--- src/hdl/trap_entry_pkg.sv ---
// Purpose : Constants, field layouts and states for the recovery-mode trap sequencer
// Assumes : One core clock; the register map is reached over AHB-Lite
// Notes   : Register offsets are byte addresses of aligned 32-bit words
package trap_entry_pkg;

    // ------------------------------------------------------------
    // Widths and limits
    // ------------------------------------------------------------
    localparam int TD_W  = 3;
    localparam int GL_W  = 3;
    localparam int CWP_W = 3;
    localparam int TT_W  = 9;
    localparam int PS_W  = 13;
    localparam int HS_W  = 11;
    localparam int STK_DEPTH = 8;

    localparam logic [TD_W-1:0] TRAP_DEPTH_LIMIT     = 3'h6;
    localparam logic [GL_W-1:0] REG_BANK_DEPTH_LIMIT = 3'h3;
    localparam logic [TD_W-1:0] TD_ONE  = 3'h1;
    localparam logic [GL_W-1:0] GL_ONE  = 3'h1;
    localparam logic [CWP_W-1:0] CWP_ONE        = 3'h1;
    localparam logic [CWP_W-1:0] CWP_SPILL_BIAS = 3'h2;

    // ------------------------------------------------------------
    // Processor state and hyper state bit positions
    // ------------------------------------------------------------
    localparam int PS_IE   = 1;
    localparam int PS_PRIV = 2;
    localparam int PS_AM   = 3;
    localparam int PS_PEF  = 4;
    localparam int PS_MM_LO = 6;
    localparam int PS_MM_HI = 7;
    localparam int PS_TLE  = 8;
    localparam int PS_CLE  = 9;
    localparam int PS_TCT  = 12;
    localparam logic [1:0] MM_TSO = 2'h0;

    localparam int HS_TLZ   = 0;
    localparam int HS_HPRIV = 2;
    localparam int HS_RED   = 5;
    localparam int HS_IBE   = 10;

    localparam logic [PS_W-1:0] PS_RESET = 13'h0000;
    localparam logic [HS_W-1:0] HS_RESET = 11'h024;

    // ------------------------------------------------------------
    // Trap codes and vector offsets
    // ------------------------------------------------------------
    localparam logic [TT_W-1:0] TT_SOFT_RESET = 9'h004;
    localparam logic [TT_W-1:0] TT_CLEAN_WIN  = 9'h024;
    localparam logic [TT_W-1:0] TT_SPILL_LO   = 9'h080;
    localparam logic [TT_W-1:0] TT_SPILL_HI   = 9'h0BF;
    localparam logic [TT_W-1:0] TT_FILL_LO    = 9'h0C0;
    localparam logic [TT_W-1:0] TT_FILL_HI    = 9'h0FF;

    localparam logic [7:0] VEC_SIR_PC  = 8'h80;
    localparam logic [7:0] VEC_SIR_NPC = 8'h84;
    localparam logic [7:0] VEC_RED_PC  = 8'hA0;
    localparam logic [7:0] VEC_RED_NPC = 8'hA4;
    localparam logic [31:0] PC_HI_ZERO = 32'h0000_0000;

    // ------------------------------------------------------------
    // Register map
    // ------------------------------------------------------------
    localparam logic [7:0] OFS_PSTATE    = 8'h00;
    localparam logic [7:0] OFS_HPSTATE   = 8'h04;
    localparam logic [7:0] OFS_DEPTHS    = 8'h08;
    localparam logic [7:0] OFS_RVEC_LO   = 8'h0C;
    localparam logic [7:0] OFS_RVEC_HI   = 8'h10;
    localparam logic [7:0] OFS_STATUS    = 8'h14;
    localparam logic [7:0] OFS_STK_SEL   = 8'h18;
    localparam logic [7:0] OFS_STK_TT    = 8'h1C;
    localparam logic [7:0] OFS_STK_PC_LO = 8'h20;
    localparam logic [7:0] OFS_STK_PC_HI = 8'h24;
    localparam int DP_TD  = 0;
    localparam int DP_GL  = 4;
    localparam int DP_CWP = 8;
    localparam logic [31:0] RVEC_LO_RESET = 32'h0000_0000;
    localparam logic [31:0] RVEC_HI_RESET = 32'h0000_0000;

    typedef enum logic [1:0] {
        ST_IDLE  = 2'b00,
        ST_ENTER = 2'b01,
        ST_HALT  = 2'b10
    } seq_state_t;

endpackage

--- src/hdl/reset_mode_trap_entry.sv ---
// Purpose : Trap entry for soft reset traps taken in hyper mode and for any other trap taken in recovery mode
// Assumes : Pipeline holds its request fields while trap_req is high and trap_ready low
// Notes   : Zero wait-state AHB-Lite slave; entry takes one cycle after the request
`timescale 1ns/1ps
module reset_mode_trap_entry
    import trap_entry_pkg::*;
(
    input  wire logic                            hclk,
    input  wire logic                            hresetn,
    input  wire logic                            hsel,
    input  wire logic [31:0]                     haddr,
    input  wire logic [1:0]                      htrans,
    input  wire logic                            hwrite,
    input  wire logic [2:0]                      hsize,
    input  wire logic [31:0]                     hwdata,
    input  wire logic                            hready,
    output logic      [31:0]                     hrdata,
    output logic                                 hreadyout,
    output logic                                 hresp,
    input  wire logic                            trap_req,
    input  wire logic                            soft_reset_instr,
    input  wire logic [trap_entry_pkg::TT_W-1:0] trap_kind_code,
    input  wire logic [63:0]                     cur_pc,
    input  wire logic [63:0]                     cur_next_pc,
    input  wire logic [7:0]                      cur_ccr,
    input  wire logic [7:0]                      cur_asi,
    input  wire logic [trap_entry_pkg::CWP_W-1:0] free_window_count,
    output logic                                 trap_ready,
    output logic                                 trap_done,
    output logic      [63:0]                     new_pc,
    output logic      [63:0]                     new_next_pc,
    output logic                                 error_mode
);
    import trap_entry_pkg::*;

    localparam int REC_W = TT_W + HS_W + GL_W + 16 + PS_W + CWP_W + 128;

    seq_state_t        state_r;
    logic [TD_W-1:0]   trap_depth_r;
    logic [GL_W-1:0]   reg_bank_depth_r;
    logic [CWP_W-1:0]  cwp_r;
    logic [PS_W-1:0]   pstate_r;
    logic [HS_W-1:0]   hpstate_r;
    logic [63:0]       reset_vector_base_r;
    logic [TD_W-1:0]   stk_sel_r;
    logic              cap_sir_r;
    logic [TT_W-1:0]   cap_tt_r;
    logic [63:0]       cap_pc_r;
    logic [63:0]       cap_npc_r;
    logic [7:0]        cap_ccr_r;
    logic [7:0]        cap_asi_r;
    logic [CWP_W-1:0]  cap_free_r;
    logic              take;
    logic              entering;
    logic              at_limit;
    logic [TD_W-1:0]   td_nxt;
    logic [GL_W-1:0]   gl_nxt;
    logic [CWP_W-1:0]  cwp_nxt;
    logic [PS_W-1:0]   ps_nxt;
    logic [HS_W-1:0]   hs_nxt;
    logic [TT_W-1:0]   rec_tt;
    logic [63:0]       save_pc;
    logic [63:0]       save_npc;
    logic              stk_we;
    logic [REC_W-1:0]  stk_wdata;
    logic [REC_W-1:0]  stk_rdata;
    logic [TT_W-1:0]   rd_tt;
    logic [HS_W-1:0]   rd_hs;
    logic [GL_W-1:0]   rd_gl;
    logic [15:0]       rd_ccr_asi;
    logic [PS_W-1:0]   rd_ps;
    logic [CWP_W-1:0]  rd_cwp;
    logic [63:0]       rd_pc;
    logic [63:0]       rd_npc;
    logic              ahb_wr_r;
    logic [7:0]        ahb_addr_r;
    logic              bus_wr;

    // ------------------------------------------------------------
    // Request acceptance and sequencing
    // ------------------------------------------------------------
    assign trap_ready = (state_r == ST_IDLE);
    // A soft reset outside hyper mode or a trap outside recovery mode is not ours
    assign take = trap_ready && trap_req &&
                  (soft_reset_instr ? hpstate_r[HS_HPRIV] : hpstate_r[HS_RED]);
    assign entering = (state_r == ST_ENTER);
    assign at_limit = (trap_depth_r == TRAP_DEPTH_LIMIT);

    always_ff @(posedge hclk or negedge hresetn)
    begin
        if (!hresetn)
        begin
            state_r <= ST_IDLE;
        end
        else
        begin
            unique case (state_r)
                ST_IDLE:
                begin
                    if (take)
                    begin
                        state_r <= ST_ENTER;
                    end
                end
                ST_ENTER:
                begin
                    state_r <= at_limit ? ST_HALT : ST_IDLE;
                end
                ST_HALT:
                begin
                    state_r <= ST_HALT;
                end
                default:
                begin
                    state_r <= ST_HALT;
                end
            endcase
        end
    end

    // Request fields are frozen so the entry cycle sees one consistent snapshot
    always_ff @(posedge hclk or negedge hresetn)
    begin
        if (!hresetn)
        begin
            cap_sir_r  <= 1'b0;
            cap_tt_r   <= '0;
            cap_pc_r   <= '0;
            cap_npc_r  <= '0;
            cap_ccr_r  <= '0;
            cap_asi_r  <= '0;
            cap_free_r <= '0;
        end
        else if (take)
        begin
            cap_sir_r  <= soft_reset_instr;
            cap_tt_r   <= soft_reset_instr ? TT_SOFT_RESET : trap_kind_code;
            cap_pc_r   <= cur_pc;
            cap_npc_r  <= cur_next_pc;
            cap_ccr_r  <= cur_ccr;
            cap_asi_r  <= cur_asi;
            cap_free_r <= free_window_count;
        end
    end

    // ------------------------------------------------------------
    // Next architectural state for the entry cycle
    // ------------------------------------------------------------
    assign rec_tt = cap_tt_r;
    assign td_nxt = trap_depth_r + TD_ONE;
    assign gl_nxt = (reg_bank_depth_r == REG_BANK_DEPTH_LIMIT) ?
                    reg_bank_depth_r : reg_bank_depth_r + GL_ONE;

    always_comb
    begin
        cwp_nxt = cwp_r;
        if (rec_tt == TT_CLEAN_WIN)
        begin
            cwp_nxt = cwp_r + CWP_ONE;
        end
        else if (rec_tt >= TT_SPILL_LO && rec_tt <= TT_SPILL_HI)
        begin
            cwp_nxt = cwp_r + cap_free_r + CWP_SPILL_BIAS;
        end
        else if (rec_tt >= TT_FILL_LO && rec_tt <= TT_FILL_HI)
        begin
            cwp_nxt = cwp_r - CWP_ONE;
        end
    end

    always_comb
    begin
        ps_nxt = pstate_r;
        ps_nxt[PS_MM_HI:PS_MM_LO] = MM_TSO;
        ps_nxt[PS_PEF]  = 1'b1;
        ps_nxt[PS_AM]   = 1'b0;
        ps_nxt[PS_PRIV] = 1'b0;
        ps_nxt[PS_IE]   = 1'b0;
        ps_nxt[PS_CLE]  = 1'b0;
        ps_nxt[PS_TCT]  = 1'b0;
        hs_nxt = hpstate_r;
        hs_nxt[HS_RED]   = 1'b1;
        hs_nxt[HS_HPRIV] = 1'b1;
        hs_nxt[HS_IBE]   = 1'b0;
        hs_nxt[HS_TLZ]   = 1'b0;
    end

    // ------------------------------------------------------------
    // Save stack, written at the new depth from pre-entry values
    // ------------------------------------------------------------
    assign save_pc  = pstate_r[PS_AM] ? {PC_HI_ZERO, cap_pc_r[31:0]} : cap_pc_r;
    assign save_npc = pstate_r[PS_AM] ? {PC_HI_ZERO, cap_npc_r[31:0]} : cap_npc_r;
    assign stk_we   = entering && !at_limit;
    assign stk_wdata = {rec_tt, hpstate_r, reg_bank_depth_r, cap_ccr_r, cap_asi_r,
                        pstate_r, cwp_r, save_pc, save_npc};
    assign {rd_tt, rd_hs, rd_gl, rd_ccr_asi, rd_ps, rd_cwp, rd_pc, rd_npc} = stk_rdata;

    trap_stack #(
        .WIDTH (REC_W),
        .DEPTH (STK_DEPTH),
        .AW    (TD_W)
    ) u_stack (
        .hclk  (hclk),
        .we    (stk_we),
        .waddr (td_nxt),
        .wdata (stk_wdata),
        .raddr (stk_sel_r),
        .rdata (stk_rdata)
    );

    // ------------------------------------------------------------
    // Architectural state; entry wins over a bus write in the same cycle
    // ------------------------------------------------------------
    assign bus_wr = ahb_wr_r && !stk_we;

    always_ff @(posedge hclk or negedge hresetn)
    begin
        if (!hresetn)
        begin
            trap_depth_r     <= '0;
            reg_bank_depth_r <= '0;
            cwp_r            <= '0;
            pstate_r         <= PS_RESET;
            hpstate_r        <= HS_RESET;
        end
        else if (stk_we)
        begin
            trap_depth_r     <= td_nxt;
            reg_bank_depth_r <= gl_nxt;
            cwp_r            <= cwp_nxt;
            pstate_r         <= ps_nxt;
            hpstate_r        <= hs_nxt;
        end
        else if (bus_wr && ahb_addr_r == OFS_PSTATE)
        begin
            pstate_r <= hwdata[PS_W-1:0];
        end
        else if (bus_wr && ahb_addr_r == OFS_HPSTATE)
        begin
            hpstate_r <= hwdata[HS_W-1:0];
        end
        else if (bus_wr && ahb_addr_r == OFS_DEPTHS)
        begin
            trap_depth_r     <= hwdata[DP_TD +: TD_W];
            reg_bank_depth_r <= hwdata[DP_GL +: GL_W];
            cwp_r            <= hwdata[DP_CWP +: CWP_W];
        end
    end

    always_ff @(posedge hclk or negedge hresetn)
    begin
        if (!hresetn)
        begin
            trap_done   <= 1'b0;
            new_pc      <= '0;
            new_next_pc <= '0;
        end
        else
        begin
            trap_done <= stk_we;
            if (stk_we)
            begin
                new_pc      <= {reset_vector_base_r[63:8],
                                cap_sir_r ? VEC_SIR_PC : VEC_RED_PC};
                new_next_pc <= {reset_vector_base_r[63:8],
                                cap_sir_r ? VEC_SIR_NPC : VEC_RED_NPC};
            end
        end
    end

    assign error_mode = (state_r == ST_HALT);

    // ------------------------------------------------------------
    // AHB-Lite slave, zero wait states, always OKAY
    // ------------------------------------------------------------
    assign hreadyout = 1'b1;
    assign hresp     = 1'b0;

    always_ff @(posedge hclk or negedge hresetn)
    begin
        if (!hresetn)
        begin
            ahb_wr_r   <= 1'b0;
            ahb_addr_r <= '0;
            hrdata     <= '0;
        end
        else if (hready)
        begin
            ahb_wr_r   <= hsel && htrans[1] && hwrite;
            ahb_addr_r <= haddr[7:0];
            hrdata     <= '0;
            if (hsel && htrans[1] && !hwrite && haddr[31:8] == '0)
            begin
                unique case (haddr[7:0])
                    OFS_PSTATE:    hrdata <= {{(32-PS_W){1'b0}}, pstate_r};
                    OFS_HPSTATE:   hrdata <= {{(32-HS_W){1'b0}}, hpstate_r};
                    OFS_DEPTHS:    hrdata <= {{(32-DP_CWP-CWP_W){1'b0}}, cwp_r, 1'b0,
                                              reg_bank_depth_r, 1'b0, trap_depth_r};
                    OFS_RVEC_LO:   hrdata <= reset_vector_base_r[31:0];
                    OFS_RVEC_HI:   hrdata <= reset_vector_base_r[63:32];
                    OFS_STATUS:    hrdata <= {30'h0000_0000, state_r};
                    OFS_STK_SEL:   hrdata <= {{(32-TD_W){1'b0}}, stk_sel_r};
                    OFS_STK_TT:    hrdata <= {{(32-TT_W){1'b0}}, rd_tt};
                    OFS_STK_PC_LO: hrdata <= rd_pc[31:0];
                    OFS_STK_PC_HI: hrdata <= rd_pc[63:32];
                    default:       hrdata <= '0;
                endcase
            end
        end
    end

    always_ff @(posedge hclk or negedge hresetn)
    begin
        if (!hresetn)
        begin
            reset_vector_base_r <= {RVEC_HI_RESET, RVEC_LO_RESET};
            stk_sel_r           <= '0;
        end
        else if (ahb_wr_r)
        begin
            if (ahb_addr_r == OFS_RVEC_LO)
            begin
                reset_vector_base_r[31:0] <= hwdata;
            end
            if (ahb_addr_r == OFS_RVEC_HI)
            begin
                reset_vector_base_r[63:32] <= hwdata;
            end
            if (ahb_addr_r == OFS_STK_SEL)
            begin
                stk_sel_r <= hwdata[TD_W-1:0];
            end
        end
    end
endmodule

--- src/hdl/trap_stack.sv ---
// Purpose : Per-level save stack, one record per trap depth
// Assumes : Single write port, asynchronous read port
// Notes   : Entries carry no reset; software must not trust a level never written
`timescale 1ns/1ps
module trap_stack #(
    parameter int WIDTH = 8,
    parameter int DEPTH = 8,
    parameter int AW    = 3
) (
    input  wire logic             hclk,
    input  wire logic             we,
    input  wire logic [AW-1:0]    waddr,
    input  wire logic [WIDTH-1:0] wdata,
    input  wire logic [AW-1:0]    raddr,
    output logic      [WIDTH-1:0] rdata
);
    logic [WIDTH-1:0] mem [DEPTH];

    always_ff @(posedge hclk)
    begin
        if (we)
        begin
            mem[waddr] <= wdata;
        end
    end

    assign rdata = mem[raddr];
endmodule

--- config.mk ---
export PLATFORM = sky130hd
export DESIGN_NAME = reset_mode_trap_entry
export DESIGN_NICKNAME = d
export VERILOG_FILES = /design/src/hdl/trap_entry_pkg.sv /design/src/hdl/reset_mode_trap_entry.sv /design/src/hdl/trap_stack.sv
export SDC_FILE = /design/constraint.sdc
export NUM_CORES = 1
export LEC_CHECK = 0
export BUFFER_PORTS_ARGS = -buffer_cell sky130_fd_sc_hd__buf_2
export CAP_MARGIN = 20
export CORE_MARGIN = 1
export CORE_UTILIZATION = 38
export CTS_CLUSTER_SIZE = 12
export DETAILED_ROUTE_END_ITERATION = 8
export GPL_TIMING_DRIVEN = 0
export SLEW_MARGIN = 10
export SYNTH_ARGS = -nofsm -noshare
export SYNTH_HDL_FRONTEND = slang
export SYNTH_HIERARCHICAL = 1
export SYNTH_SLANG_ARGS = --single-unit
--- constraint.sdc ---
create_clock -name hclk -period 26.4 [get_ports hclk]
set_input_delay 5.28 -clock hclk [delete_from_list [all_inputs] [get_ports hclk]]
set_output_delay 5.28 -clock hclk [all_outputs]
set_load 0.01 [all_outputs]
==> impl_metrics.ini <==
[status]
status = completed

[global_routing]
overflow = 0
use_met1 = 0.276
grt_pass1_wl_um = 140000
grt_pass1_vias = 20256
top_usage_layer = met2
antenna_found_initial = 13
grtUsageTotal = 0.207
grt_max_degree = 88
grtUsageMet3 = 0.0403
gr-usage-met2 = 0.341

[sta]
setup_viol = 0
holdWs_ns = 0.497
max_slew_margin = 0.291
fmax_mhz = 136
finalWorstSetupSlack_ns = 19.04
tightestPinTransition_ns = 1.06
skew_ns = 0.0195
min_period_ns = 7.36
post-route-period-util = 0.279
tns_ns = 0
maxSlewViolCount = 0
final-hold-violation-count = 0
rsz0062_at_grt = false

[place]
gp_congestion = 0.884
dp_slack_ns = 18.49
dp.cells = 3645
dp_hpwl_um = 70800
port_buffers = 297

[finish]
layout_commonest_cell = edfxtp_1
final_cell_mix = 584 x edfxtp_1, 327 x buf_2, 277 x dfrtp_1, 234 x nand2_1, 228 x mux2_2
finalNonFillerCells = 3812
fillers = 7932
area_growth_syn_to_layout_pct = 19.2
final_nets = 2735
drive_above_1_share = 0.351

[clocking]
insertion_delay_ns = 0.64
tritoncts = done
clk_pin_slew_ns = 0.06
cts_buffers = 90
htree_levels = 3
cts_buffer_depth = 3
clock_sinks = 863
cts-root-buf = clkbuf_16
cts_setup_buffers = 0
postCtsHoldBufs = 0
cts-resized-gates = 0

[critical_path]
crit_family = compound AO/OA/AOI/OAI gates
worstPathCellList = clkbuf_1, nor4_2, and3_1, clkbuf_1, buf_2, a22oi_1, nand2_1, a22o_1
cp-start-kind = input port
worstPathRequired_ns = 26.92
cpPeakStageDelay_ns = 0.84
cp.arrival_ns = 7.88
regToRegSetupSlack_ns = 21.50
end_kind = flip-flop
critPathMostFrequentCell = clkbuf_1
critPathMaxFanout = 10
path_class = input port to flip-flop
cp_num_buf_inv = 3
cpMaxStageDelayCell = a22oi_1

[drt]
remaining_drc_errors = 0
ant_nets = 0
viasPerCell = 5.24
firstDrtPassIters = 5
drt-initial-drc-count = 1527
wl_um = 97800
vias = 19984
wl_per_cell_um = 25.7

[floorplan]
die_h_um = 308
std_cell_rows = 111
fp.coreArea_um2 = 92100
io-pin-count = 397
die_w_um = 308
start_util = 0.386
die-area_um2 = 94700

[power_and_ir_drop]
finalPower_w = 0.00370
vdd_drop_max_uv = 49.6
powerDensity_nw_per_um2 = 87.4
leakage_nw = 16.3

[logic_synthesis]
synthCells = 2046
synth_area_per_cell_um2 = 17.4
yosys_warnings = 6
syn_area_um2 = 35500

[min_path]
hold_path.class = flip-flop to flip-flop

[job]
max_cap_violations = 0
==> cell type report <==
cell class	count	area (µm²)	area share
flip-flops and latches	863	24500	0.579
multi-input cells	972	9720	0.230
clock buffers	139	2640	0.0624
repair buffers	345	2280	0.0539
well taps	1243	1560	0.0367
plain buffers	201	1290	0.0305
clock inverters	26	231	0.00547
inverters	21	78.8	0.00186
diodes	2	5.00	0.000118
==> sequential cells by signal (all words and copies together), names as in the netlist, 2 cells and up <==
register / cells
hpstate_r: 11
new_next_pc: 57
reg_bank_depth_r: 3
ahb_addr_r: 8
pstate_r: 13
stk_sel_r: 3
cwp_r: 3
cap_tt_r: 9
hrdata: 32
u_stack/mem: 584
reset_vector_base_r: 64
state_r: 2
trap_depth_r: 3
cap_free_r: 3
cap_pc_r: 64
==> routing by layer <==
metal	routed length (µm)	share of wire
met5	77	0.00079
met3	6340	0.065
met1	41300	0.42
met2	47200	0.48
met4	2930	0.030
==> stage by stage <==
| stage | utilization | area, µm² |
|---|---|---|
| 3_5_place_dp | 0.428 | 39500 |
| 2_1_floorplan | - | 35600 |
| 4_1_cts | 0.460 | 42300 |
| 6_report | 0.460 | 42300 |
| 3_3_place_gp | 0.419 | 38600 |
| 5_1_grt | 0.460 | 42300 |
==> worst reg2reg max path, delay by kind of cell, from the launching register on <==
kind	cells	cell delay [ns]
buf+inv	11	2.60
simple gates	4	1.37
fa+ha+maj	1	0.26
flops	1	0.36
==> report_power, final <==
part	switching [W]	leakage [nW]	total [W]	internal, W
Sequential	0.000163	8.69	0.00188	0.00172
Clock	0.000512	1.41	0.00123	0.000718
Combinational	0.000313	6.24	0.000587	0.000274
Total	0.000988	16.3	0.00370	0.00271
==> worst paths after layout <==
kind,startpoint,end,cells past startpoint
max,haddr[7],hrdata[22],8
min,cap_pc_r[55],cap_pc_r[55],1
max reg2reg,trap_depth_r[0],u_stack/mem[4][83],16
min reg2reg,cap_pc_r[55],cap_pc_r[55],1
max in group asynchronous,hresetn,new_next_pc[62],3
min in group asynchronous,hresetn,cap_pc_r[19],1
Power figures use the tool's default switching activity.
